--- config.mk ---
export PLATFORM = sky130hd
export DESIGN_NAME = sea_aggregator
export DESIGN_NICKNAME = d
export VERILOG_FILES = /design/src/design/sea_pkg.sv /design/src/design/sea_edge_sync.sv /design/src/design/sea_pin_driver.sv /design/src/design/sea_aggregator.sv
export SDC_FILE = /design/constraint.sdc
export NUM_CORES = 1
export LEC_CHECK = 0
export ABC_CLOCK_PERIOD_IN_PS = 6900
export BUFFER_PORTS_ARGS = -buffer_cell sky130_fd_sc_hd__buf_2
export CAP_MARGIN = 20
export CORE_AREA = 2 2 121 123
export CTS_CLUSTER_SIZE = 12
export DETAILED_ROUTE_END_ITERATION = 8
export DIE_AREA = 0 0 123 125
export GPL_ROUTABILITY_DRIVEN = 0
export PLACE_DENSITY = 0.91
export SLEW_MARGIN = 20
export SYNTH_ARGS = -nofsm -noshare
export SYNTH_HDL_FRONTEND = slang
export SYNTH_HIERARCHICAL = 1
export SYNTH_SLANG_ARGS = --single-unit
export TNS_END_PERCENT = 100
--- constraint.sdc ---
create_clock -name REF_CLK -period 6.9 [get_ports REF_CLK]
set_clock_uncertainty 0.2 [all_clocks]
set_input_delay 1.38 -clock REF_CLK [delete_from_list [all_inputs] [get_ports REF_CLK]]
set_output_delay 1.38 -clock REF_CLK [all_outputs]
set_load 0.05 [all_outputs]
--- src/design/sea_pkg.sv ---
// How it works
// - Group interrupt is the OR of all enabled sources: blocks, GPIOs, tachometers.
// - Interrupt pin active level follows its control polarity bit; default active low.
// - Interrupt pin control bit 7 picks open-drain or push-pull; default open-drain.
// - Group interrupt reaches its pin only while enable2 bit 7 is set.
// - Enable2 bit 6 also sends the group interrupt on serial IRQ slot 2.
// - Enable2 bit 5 feeds the group interrupt into the wake logic.
// - GPIO/tach status set on polarity-chosen edge; status AND enable raises interrupt.
// - Dual-edge GPIOs set their interrupt status on both edges.
// - GPIO interrupt status clears only on a written one.
// - Block sources other than infrared are live signals ANDed with enables, never latched.
// - Block status clears at its source; infrared status clears on status2 read.
// - Wake sources: rings, infrared frames, keyboard/mouse data, GPIO edges, tachometers.
// - Wake pin active level follows its control polarity bit; default active low.
// - Wake pin control bit 7 picks open-drain or push-pull; default open-drain.
// - Global wake enable gates the wake pin; clear means never asserted.
// - Global wake status sets from enabled source events, ignoring global enable.
// - Global wake status holds until every pending enabled status is cleared.
// - GPIO wake status set on chosen edge or both; cleared by written one.
// - Device-interrupt wake status follows routed group interrupt; written one clears it.
// - Device-interrupt wake enable and status together assert the wake pin while global wake enable is set.
// - Dual-edge GPIOs collect a per-pin status set on either edge, write-one clear.

package sea_pkg;

	// ------------------------------------------------------------
	// Register field positions
	// ------------------------------------------------------------
	localparam int CTRL_POLARITY_BIT = 1;
	localparam int CTRL_BUFFER_BIT = 7;
	localparam int EN2_PIN_BIT = 7;
	localparam int EN2_SERIRQ_BIT = 6;
	localparam int EN2_WAKE_BIT = 5;
	localparam int DEVICE_IRQ_WAKE_BIT = 3;

	// ------------------------------------------------------------
	// Miscellaneous wake source indices
	// ------------------------------------------------------------
	localparam int MISC_RING1 = 0;
	localparam int MISC_RING2 = 1;
	localparam int MISC_KBD = 2;
	localparam int MISC_MOUSE = 3;
	localparam int MISC_IR_FRAME = 4;
	localparam int MISC_W = 5;
	localparam int MISC_PIN_W = 4;

	// ------------------------------------------------------------
	// Reset values
	// ------------------------------------------------------------
	localparam logic PIN_IDLE_OUT = 1'h1;
	localparam logic PIN_IDLE_OE = 1'h1;
	localparam logic STATUS_RESET = 1'h0;

	// Edge that qualifies a source: both edges win over polarity
	function automatic logic sea_edge_hit(input logic rise, input logic fall,
		input logic inverted, input logic dual);
		sea_edge_hit = dual ? (rise | fall) : (inverted ? fall : rise);
	endfunction

endpackage

--- src/design/sea_edge_sync.sv ---
`timescale 1ns/1ns
`default_nettype none

module sea_edge_sync #(
	parameter int WIDTH = 1
) (
	// Clock and reset
	input wire logic clk,
	input wire logic rst_n,
	// Pins
	input wire logic [WIDTH-1:0] pin,
	// Edge pulses
	output logic [WIDTH-1:0] rise,
	output logic [WIDTH-1:0] fall
);

	typedef struct packed {
		logic [WIDTH-1:0] meta;
		logic [WIDTH-1:0] stable;
		logic [WIDTH-1:0] prev;
		logic [2:0] primed;
	} sea_sync_type;

	sea_sync_type state;
	sea_sync_type next_state;

	if (WIDTH < 1)
		$error("sea_edge_sync: WIDTH must be at least 1");

	// ------------------------------------------------------------
	// Two-stage synchroniser, edge taken past the second stage
	// ------------------------------------------------------------
	always_comb
	begin
		next_state = state;
		next_state.meta = pin;
		next_state.stable = state.meta;
		next_state.prev = state.stable;
		next_state.primed = {state.primed[1:0], 1'h1};
	end

	always_ff @(posedge clk or negedge rst_n)
	begin
		if (!rst_n)
			state <= '0;
		else
			state <= next_state;
	end

	// Meta stage never seen here, so one edge gives one pulse
	// No edge until all stages hold real samples: a pin idling high fakes none
	assign rise = state.stable & ~state.prev & {WIDTH{state.primed[2]}};
	assign fall = ~state.stable & state.prev & {WIDTH{state.primed[2]}};

endmodule // sea_edge_sync

`default_nettype wire

--- src/design/sea_pin_driver.sv ---
`timescale 1ns/1ns
`default_nettype none

module sea_pin_driver (
	// Clock and reset
	input wire logic clk,
	input wire logic rst_n,
	// Request and pin control
	input wire logic active,
	input wire logic [7:0] ctrl,
	// Pin
	output logic pin_out,
	output logic pin_oe_n
);

	typedef struct packed {
		logic out;
		logic oe_n;
	} sea_pin_type;

	sea_pin_type state;
	sea_pin_type next_state;
	logic level;
	logic open_drain;

	// ------------------------------------------------------------
	// Level and buffer type
	// ------------------------------------------------------------
	always_comb
	begin
		// Polarity bit set means active high; clear gives active low
		level = ctrl[sea_pkg::CTRL_POLARITY_BIT] ? active : ~active;
		open_drain = ctrl[sea_pkg::CTRL_BUFFER_BIT];
		next_state.out = level;
		// Open drain only sinks; a high level is left to the pull-up
		next_state.oe_n = open_drain ? level : 1'h0;
	end

	always_ff @(posedge clk or negedge rst_n)
	begin
		if (!rst_n)
		begin
			state.out <= sea_pkg::PIN_IDLE_OUT;
			state.oe_n <= sea_pkg::PIN_IDLE_OE;
		end
		else
			state <= next_state;
	end

	assign pin_out = state.out;
	assign pin_oe_n = state.oe_n;

endmodule // sea_pin_driver

`default_nettype wire

--- src/design/sea_aggregator.sv ---
`timescale 1ns/1ns
`default_nettype none

module sea_aggregator #(
	parameter int N_FUNC = 5,
	parameter int N_GPIO = 19,
	parameter int N_TACH = 2
) (
	// Clock and reset
	input wire logic REF_CLK,
	input wire logic RSTN,

	// Functional block sources
	input wire logic [N_FUNC-1:0] FUNC_IRQ,
	input wire logic [N_FUNC-1:0] FUNC_MGMT_EN,
	input wire logic INFRARED_IRQ_EVENT,
	input wire logic INFRARED_MGMT_EN,
	input wire logic MGMT_IRQ_STATUS_REG2_READ,
	output logic INFRARED_MGMT_STATUS,

	// GPIO pins and their settings
	input wire logic [N_GPIO-1:0] GPIO_IN,
	input wire logic [N_GPIO-1:0] GPIO_POLARITY,
	input wire logic [N_GPIO-1:0] DUAL_EDGE_TRIGGER,
	input wire logic [N_GPIO-1:0] GPIO_MGMT_EN,
	input wire logic [N_GPIO-1:0] GPIO_MGMT_CLR,
	output logic [N_GPIO-1:0] GPIO_MGMT_STATUS,
	input wire logic [N_GPIO-1:0] GPIO_WAKE_EN,
	input wire logic [N_GPIO-1:0] GPIO_WAKE_CLR,
	output logic [N_GPIO-1:0] GPIO_WAKE_STATUS,
	input wire logic [N_GPIO-1:0] DUAL_EDGE_STATUS_REG_CLR,
	output logic [N_GPIO-1:0] DUAL_EDGE_STATUS_REG,

	// Fan tachometer inputs
	input wire logic [N_TACH-1:0] TACH_IN,
	input wire logic [N_TACH-1:0] TACH_POLARITY,
	input wire logic [N_TACH-1:0] TACH_MGMT_EN,
	input wire logic [N_TACH-1:0] TACH_MGMT_CLR,
	output logic [N_TACH-1:0] TACH_MGMT_STATUS,
	input wire logic [N_TACH-1:0] TACH_WAKE_EN,
	input wire logic [N_TACH-1:0] TACH_WAKE_CLR,
	output logic [N_TACH-1:0] TACH_WAKE_STATUS,

	// Other wake sources
	input wire logic RING_INDICATOR_PORT1_N,
	input wire logic RING_INDICATOR_PORT2_N,
	input wire logic KBD_DATA,
	input wire logic MOUSE_DATA,
	input wire logic INFRARED_FRAME_VALID,
	input wire logic [sea_pkg::MISC_W-1:0] MISC_WAKE_EN,
	input wire logic [sea_pkg::MISC_W-1:0] MISC_WAKE_CLR,
	output logic [sea_pkg::MISC_W-1:0] MISC_WAKE_STATUS,

	// Routing and wake control
	input wire logic [7:0] MGMT_IRQ_ENABLE_REG2,
	input wire logic DEVICE_IRQ_WAKE_ENABLE,
	input wire logic DEVICE_IRQ_WAKE_CLR,
	output logic DEVICE_IRQ_WAKE_STATUS,
	input wire logic WAKE_GLOBAL_ENABLE,
	output logic WAKE_GLOBAL_STATUS,
	input wire logic [7:0] MGMT_IRQ_PIN_GPIO_CTRL,
	input wire logic [7:0] WAKE_PIN_GPIO_CTRL,

	// Outputs to the host chipset
	output logic GROUP_MGMT_IRQ_INTERNAL,
	output logic SERIRQ_SLOT2_REQ,
	output logic GROUP_MGMT_IRQ_PIN_OUT,
	output logic GROUP_MGMT_IRQ_PIN_OE_N,
	output logic WAKE_EVENT_PIN_OUT,
	output logic WAKE_EVENT_PIN_OE_N
);

	// ------------------------------------------------------------
	// Elaboration checks
	// ------------------------------------------------------------
	if (N_FUNC < 1)
		$error("sea_aggregator: N_FUNC must be at least 1");
	if (N_GPIO < 1)
		$error("sea_aggregator: N_GPIO must be at least 1");
	if (N_TACH < 1)
		$error("sea_aggregator: N_TACH must be at least 1");

	// ------------------------------------------------------------
	// State
	// ------------------------------------------------------------
	typedef struct packed {
		logic ir_sts;
		logic [N_GPIO-1:0] gpio_mgmt_sts;
		logic [N_GPIO-1:0] gpio_wake_sts;
		logic [N_GPIO-1:0] dual_sts;
		logic [N_TACH-1:0] tach_mgmt_sts;
		logic [N_TACH-1:0] tach_wake_sts;
		logic [sea_pkg::MISC_W-1:0] misc_wake_sts;
		logic dev_wake_sts;
		logic wake_global_sts;
		logic group_irq;
		logic serirq;
		logic pin_irq_active;
		logic wake_active;
	} sea_state_type;

	sea_state_type state;
	sea_state_type next_state;
	logic [1:0] rst_pipe;
	logic rst_n;

	// ------------------------------------------------------------
	// Reset release
	// ------------------------------------------------------------
	// Assert at once, release only after two clean edges
	always_ff @(posedge REF_CLK or negedge RSTN)
	begin
		if (!RSTN)
			rst_pipe <= 2'h0;
		else
			rst_pipe <= {rst_pipe[0], 1'h1};
	end

	assign rst_n = rst_pipe[1];

	// ------------------------------------------------------------
	// Pin synchronisers and edge detectors
	// ------------------------------------------------------------
	logic [N_GPIO-1:0] gpio_rise;
	logic [N_GPIO-1:0] gpio_fall;
	logic [N_TACH-1:0] tach_rise;
	logic [N_TACH-1:0] tach_fall;
	logic [sea_pkg::MISC_PIN_W-1:0] misc_pin;
	logic [sea_pkg::MISC_PIN_W-1:0] misc_rise;
	logic [sea_pkg::MISC_PIN_W-1:0] misc_fall;

	assign misc_pin = {MOUSE_DATA, KBD_DATA, RING_INDICATOR_PORT2_N, RING_INDICATOR_PORT1_N};

	sea_edge_sync #(.WIDTH(N_GPIO)) u_gpio_sync (
		.clk(REF_CLK),
		.rst_n(rst_n),
		.pin(GPIO_IN),
		.rise(gpio_rise),
		.fall(gpio_fall)
	);

	sea_edge_sync #(.WIDTH(N_TACH)) u_tach_sync (
		.clk(REF_CLK),
		.rst_n(rst_n),
		.pin(TACH_IN),
		.rise(tach_rise),
		.fall(tach_fall)
	);

	sea_edge_sync #(.WIDTH(sea_pkg::MISC_PIN_W)) u_misc_sync (
		.clk(REF_CLK),
		.rst_n(rst_n),
		.pin(misc_pin),
		.rise(misc_rise),
		.fall(misc_fall)
	);

	// ------------------------------------------------------------
	// Qualifying edges
	// ------------------------------------------------------------
	logic [N_GPIO-1:0] gpio_hit;
	logic [N_GPIO-1:0] gpio_any_edge;
	logic [N_TACH-1:0] tach_hit;
	logic [sea_pkg::MISC_W-1:0] misc_hit;

	always_comb
	begin
		for (int i = 0; i < N_GPIO; i++)
		begin
			gpio_hit[i] = sea_pkg::sea_edge_hit(gpio_rise[i], gpio_fall[i],
				GPIO_POLARITY[i], DUAL_EDGE_TRIGGER[i]);
			gpio_any_edge[i] = DUAL_EDGE_TRIGGER[i] & (gpio_rise[i] | gpio_fall[i]);
		end
		for (int i = 0; i < N_TACH; i++)
			tach_hit[i] = sea_pkg::sea_edge_hit(tach_rise[i], tach_fall[i],
				TACH_POLARITY[i], 1'h0);
		// Rings and data lines are active low: the falling edge counts
		misc_hit[sea_pkg::MISC_RING1] = misc_fall[sea_pkg::MISC_RING1];
		misc_hit[sea_pkg::MISC_RING2] = misc_fall[sea_pkg::MISC_RING2];
		misc_hit[sea_pkg::MISC_KBD] = misc_fall[sea_pkg::MISC_KBD];
		misc_hit[sea_pkg::MISC_MOUSE] = misc_fall[sea_pkg::MISC_MOUSE];
		misc_hit[sea_pkg::MISC_IR_FRAME] = INFRARED_FRAME_VALID;
	end

	// ------------------------------------------------------------
	// Group interrupt and wake logic
	// ------------------------------------------------------------
	logic group_now;
	logic wake_pending;
	logic route_wake;

	always_comb
	begin
		next_state = state;

		// Set wins over a clear in the same cycle
		next_state.ir_sts = INFRARED_IRQ_EVENT
			| (state.ir_sts & ~MGMT_IRQ_STATUS_REG2_READ);
		next_state.gpio_mgmt_sts = gpio_hit | (state.gpio_mgmt_sts & ~GPIO_MGMT_CLR);
		next_state.tach_mgmt_sts = tach_hit | (state.tach_mgmt_sts & ~TACH_MGMT_CLR);
		next_state.gpio_wake_sts = gpio_hit | (state.gpio_wake_sts & ~GPIO_WAKE_CLR);
		next_state.tach_wake_sts = tach_hit | (state.tach_wake_sts & ~TACH_WAKE_CLR);
		next_state.misc_wake_sts = misc_hit
			| (state.misc_wake_sts & ~MISC_WAKE_CLR);
		next_state.dual_sts = gpio_any_edge | (state.dual_sts & ~DUAL_EDGE_STATUS_REG_CLR);

		// Block requests are live; only infrared is held
		group_now = (|(FUNC_IRQ & FUNC_MGMT_EN))
			| (state.ir_sts & INFRARED_MGMT_EN)
			| (|(state.gpio_mgmt_sts & GPIO_MGMT_EN))
			| (|(state.tach_mgmt_sts & TACH_MGMT_EN));
		next_state.group_irq = group_now;

		next_state.pin_irq_active = state.group_irq
			& MGMT_IRQ_ENABLE_REG2[sea_pkg::EN2_PIN_BIT];
		next_state.serirq = state.group_irq
			& MGMT_IRQ_ENABLE_REG2[sea_pkg::EN2_SERIRQ_BIT];

		route_wake = state.group_irq & MGMT_IRQ_ENABLE_REG2[sea_pkg::EN2_WAKE_BIT];
		next_state.dev_wake_sts = route_wake
			| (state.dev_wake_sts & ~DEVICE_IRQ_WAKE_CLR);

		wake_pending = (|(state.gpio_wake_sts & GPIO_WAKE_EN))
			| (|(state.tach_wake_sts & TACH_WAKE_EN))
			| (|(state.misc_wake_sts & MISC_WAKE_EN))
			| (state.dev_wake_sts & DEVICE_IRQ_WAKE_ENABLE);
		// Held by pending bits alone, whatever the global enable
		next_state.wake_global_sts = wake_pending;
		next_state.wake_active = wake_pending & WAKE_GLOBAL_ENABLE;
	end

	always_ff @(posedge REF_CLK or negedge rst_n)
	begin
		if (!rst_n)
			state <= '0;
		else
			state <= next_state;
	end

	// ------------------------------------------------------------
	// Pin drivers
	// ------------------------------------------------------------
	sea_pin_driver u_irq_pin (
		.clk(REF_CLK),
		.rst_n(rst_n),
		.active(state.pin_irq_active),
		.ctrl(MGMT_IRQ_PIN_GPIO_CTRL),
		.pin_out(GROUP_MGMT_IRQ_PIN_OUT),
		.pin_oe_n(GROUP_MGMT_IRQ_PIN_OE_N)
	);

	sea_pin_driver u_wake_pin (
		.clk(REF_CLK),
		.rst_n(rst_n),
		.active(state.wake_active),
		.ctrl(WAKE_PIN_GPIO_CTRL),
		.pin_out(WAKE_EVENT_PIN_OUT),
		.pin_oe_n(WAKE_EVENT_PIN_OE_N)
	);

	// ------------------------------------------------------------
	// Outputs
	// ------------------------------------------------------------
	assign INFRARED_MGMT_STATUS = state.ir_sts;
	assign GPIO_MGMT_STATUS = state.gpio_mgmt_sts;
	assign GPIO_WAKE_STATUS = state.gpio_wake_sts;
	assign DUAL_EDGE_STATUS_REG = state.dual_sts;
	assign TACH_MGMT_STATUS = state.tach_mgmt_sts;
	assign TACH_WAKE_STATUS = state.tach_wake_sts;
	assign MISC_WAKE_STATUS = state.misc_wake_sts;
	assign DEVICE_IRQ_WAKE_STATUS = state.dev_wake_sts;
	assign WAKE_GLOBAL_STATUS = state.wake_global_sts;
	assign GROUP_MGMT_IRQ_INTERNAL = state.group_irq;
	assign SERIRQ_SLOT2_REQ = state.serirq;

endmodule // sea_aggregator

`default_nettype wire

Word-level counts from Yosys, hierarchy flattened
Cells that the tools add are included.
Operators by class
  bitwise operators: 97
  reduce and logical (&&, ||, !) cells: 6
  multiplexer cells: 44
Operators with widths (count)
  19-bit bitwise AND: 9
  19-bit inverter: 5
  19-bit OR: 3
  1-bit two-way mux: 44
  19-bit OR reduction: 2
  1-bit bitwise AND: 27
  1-bit OR: 27
  2-bit bitwise AND: 8
  5-bit bitwise AND: 3
  5-bit OR reduction: 2
  4-bit bitwise AND: 2
  2-bit inverter: 4
  5-bit inverter: 1
  5-bit OR: 1
  1-bit inverter: 4
  4-bit inverter: 1
  2-bit OR: 2
  2-bit OR reduction: 2
Storage, ports and cells
  output and inout port bits: 75
  bits in registers: 163

Logic depth before layout (Yosys ltp)
  depth in word-level cells: 6
  depth in mapped cells: 5
  mapped depth without buffers: 4

Hierarchy
Netlist, hierarchy kept.
By module, submodules not included
  sea_aggregator: area an instance 3751.1 um^2, times used 1, cells each 396
  sea_edge_sync at u_gpio_sync: area an instance 1894.3 um^2, times used 1, cells each 103
  sea_edge_sync at u_misc_sync: area an instance 449.2 um^2, times used 1, cells each 24
  sea_edge_sync at u_tach_sync: area an instance 264.0 um^2, times used 1, cells each 14
  sea_pin_driver: area an instance 67.6 um^2, times used 2, cells each 4

Worst setup path before layout
OpenSTA, ideal clock, no wires.
  path type: input to register
  start: in INFRARED_MGMT_EN
  end: reg state, in the netlist GROUP_MGMT_IRQ_INTERNAL
  arrival time: 2137 ps
  setup slack: 4432 ps
  stages on the path: 4
  cells stage by stage: a22o_1 > a221oi_2 > nand4_1 > or3_1
Between the ends
  word-level cells in the longest chain between the ends: 4
RTL lines
  start: declaration: line sea_aggregator.sv:17  | input wire logic INFRARED_MGMT_EN,
  1-bit bitwise AND: line sea_aggregator.sv:209  | | (state.ir_sts & INFRARED_MGMT_EN)
  1-bit OR: line sea_aggregator.sv:209
  1-bit OR: line sea_aggregator.sv:210  | | (|(state.gpio_mgmt_sts & GPIO_MGMT_EN))
  1-bit OR: line sea_aggregator.sv:211  | | (|(state.tach_mgmt_sts & TACH_MGMT_EN));
  via group_now: line sea_aggregator.sv:188  | logic group_now;
  end signal: assignment: line sea_aggregator.sv:237  | state <= next_state;
  end: declaration: line sea_aggregator.sv:102  | sea_state_type state;
The timed path passes the listed nets, and every way through them passes these cells.

Final worst setup path
  start: reg state, in the netlist GPIO_MGMT_STATUS[10]
  end: out GPIO_MGMT_STATUS[10]
RTL lines
  end: declaration: line sea_aggregator.sv:27  | output logic [N_GPIO-1:0] GPIO_MGMT_STATUS,
No word-level cell between the ends.

==> results.json <==
{
  "outcome": "finished, final reports clean",
  "io_buffers": 278,
  "place_ws_ns": 3.99,
  "drive_above_1_share": 0.413,
  "tritoncts": "yes",
  "cp_cell_sequence": "buf_2",
  "finalCriticalPeriod_ns": 2.77,
  "track_usage": 0.208,
  "worst_skew_pair.late_latency_ns": 0.42,
  "wl_per_cell_um": 16.0,
  "crit_type": "flip-flop to primary output",
  "timing.final.crit_share": 0.402,
  "start_util": 0.455,
  "cts.sinks": 163,
  "powerDensity_nw_per_um2": 293,
  "die_y_um": 125,
  "end_kind": "primary output",
  "cp.required_ns": 5.32,
  "tightest_slew_ns": 0.939,
  "cp_slowest_cell": "dfrtp_1",
  "dieWidth_um": 123,
  "row_count": 44,
  "hold_path.class": "flip-flop to flip-flop",
  "finalSetupViolations": 0,
  "antenna_found_initial": 5,
  "hold_viol_final": 0,
  "synth_area_um2": 6460,
  "ioPinCount": 296,
  "finalSetupTns_ns": 0,
  "critPathLaunchType": "flip-flop",
  "syn_area_per_cell_um2": 11.9,
  "wl_met1_um": 6030,
  "finalPower_uw": 2400,
  "clk_pin_slew_ns": 0.06,
  "critical-path-max-stage-delay_ns": 0.47,
  "crit_family": "flip-flops",
  "h-tree-depth": 4,
  "syn_nets": 762,
  "nFillCells": 1188,
  "routed_wl_um": 15500,
  "wl_met2_um": 7760,
  "dr.first_iter.drc_count": 165,
  "wl_met3_um": 1330,
  "syn_inst": 541,
  "clock_path_buffers": 2,
  "overflow": 0,
  "syn_to_final_growth_pct": 26.5,
  "maxCapViolations": 0,
  "setup_ws_ns": 4.13,
  "core-area_um2": 14200,
  "yosysWarnings": 6,
  "die_area_um2": 15400,
  "leakage_uw": 0.00431,
  "worstPathMaxFanout": 3,
  "ir_drop_mv": 0.159,
  "grt_pass1_vias": 4788,
  "antenna_left": 0,
  "rsz0062_at_grt": "false",
  "vias": 4749,
  "dp_hpwl_um": 12000,
  "arrival_ns": 1.19,
  "dr.pass1.iters": 8,
  "highest-signal-layer": "met5",
  "final_nets": 992,
  "final_util": 0.575,
  "grt_start_max_net_pins": 78,
  "clockRootBuffer": "clkbuf_16",
  "path_buf_inv": 1,
  "clock.fmax_mhz": 360,
  "cts_made_buffers": 17,
  "remaining_drc_errors": 0,
  "maxSlewHeadroom": 0.374,
  "grt_pass1_wl_um": 23900,
  "drv_slew": 0,
  "drt-vias-per-instance": 4.89
}
## report_power, final
group | switching [µW] | internal (µW) | total (µW)
sequential | 53.0 | 1030 | 1080
combinational | 262 | 120 | 383
clock | 362 | 571 | 933
total | 677 | 1720 | 2400
## per-stage QoR
stage / hold slack (ns) / cells / cell area (µm²)
finish: 0.146 / 971 / 8170
global route: 0.157 / 969 / 8160
CTS: 0.148 / 967 / 8160
detailed placement: -0.0289 / 935 / 7560
global placement: -0.0292 / 935 / 7560
floorplan: 0.131 / 541 / 6460
## worst reg2reg max path, stage by stage, from the launching register on
cell and delay, ns:
dfrtp_1 0.44, a22o_1 0.26, a221oi_1 0.49, and3_1 0.27
a31oi_1 0.07
## final cells by class
| type | instances | area [µm²] | area share |
|---|---|---|---|
| Timing Repair Buffer | 281 | 1420 | 0.173 |
| Tap cell | 184 | 230 | 0.0282 |
| Antenna cell | 4 | 10.0 | 0.00123 |
| Sequential cell | 163 | 4090 | 0.501 |
| Inverter | 69 | 259 | 0.0317 |
| Clock inverter | 7 | 97.6 | 0.0119 |
| Multi-Input combinational cell | 239 | 1570 | 0.193 |
| Clock buffer | 24 | 492 | 0.0602 |
## layout by cell type (no fill, tap or decap), types with 5 or more instances in the layout
cell type  instances
and3b_1           38
o22ai_1           36
nor3_1            17
dfrtp_1          157
clkbuf_16         17
inv_1             69
a21o_1             6
nand2b_1          19
buf_2            278
a22oi_1           20
nand4_1            5
and3b_2            8
o21ai_0           47
a21oi_1           17
## layer usage
layer  track usage  vias up
met5             0        -
met2         0.349      202
met4        0.0782        2
li1              -     2259
met3        0.0703       27
met1         0.245     2259
## flip-flops by register name, indices dropped and copies added (netlist names), 3 cells and up
register                flops
GPIO_WAKE_STATUS           19
u_gpio_sync/state          20
u_misc_sync/next_state     10
u_misc_sync/state           5
u_tach_sync/state           3
GPIO_MGMT_STATUS           19
DUAL_EDGE_STATUS_REG       19
MISC_WAKE_STATUS            5
u_tach_sync/next_state      6
u_gpio_sync/next_state     40
## final timing paths
kind	slack, ns	end	cells after the start	startpoint
worst min-delay path	0.15	u_gpio_sync/state[2]	0	u_gpio_sync/next_state[2]
min in group asynchronous	0.34	u_gpio_sync/next_state[11]	1	rst_pipe[1]
worst max register to register	5.03	state[0]	4	MISC_WAKE_STATUS[0]
worst max-delay path	4.13	GPIO_MGMT_STATUS[10]	1	GPIO_MGMT_STATUS[10]
max in group asynchronous	5.43	u_misc_sync/state[2]	1	rst_pipe[1]
worst min register to register	0.15	u_gpio_sync/state[2]	0	u_gpio_sync/next_state[2]
## timing repair
item | 4_1_cts | 5_1_grt
hold buffers | 1 | 0
setup buffers | 0 | 0
hold endpoints to repair | 14 | 0
gates resized for setup | 0 | 0
No activity file was read; power rests on OpenSTA's default activity.
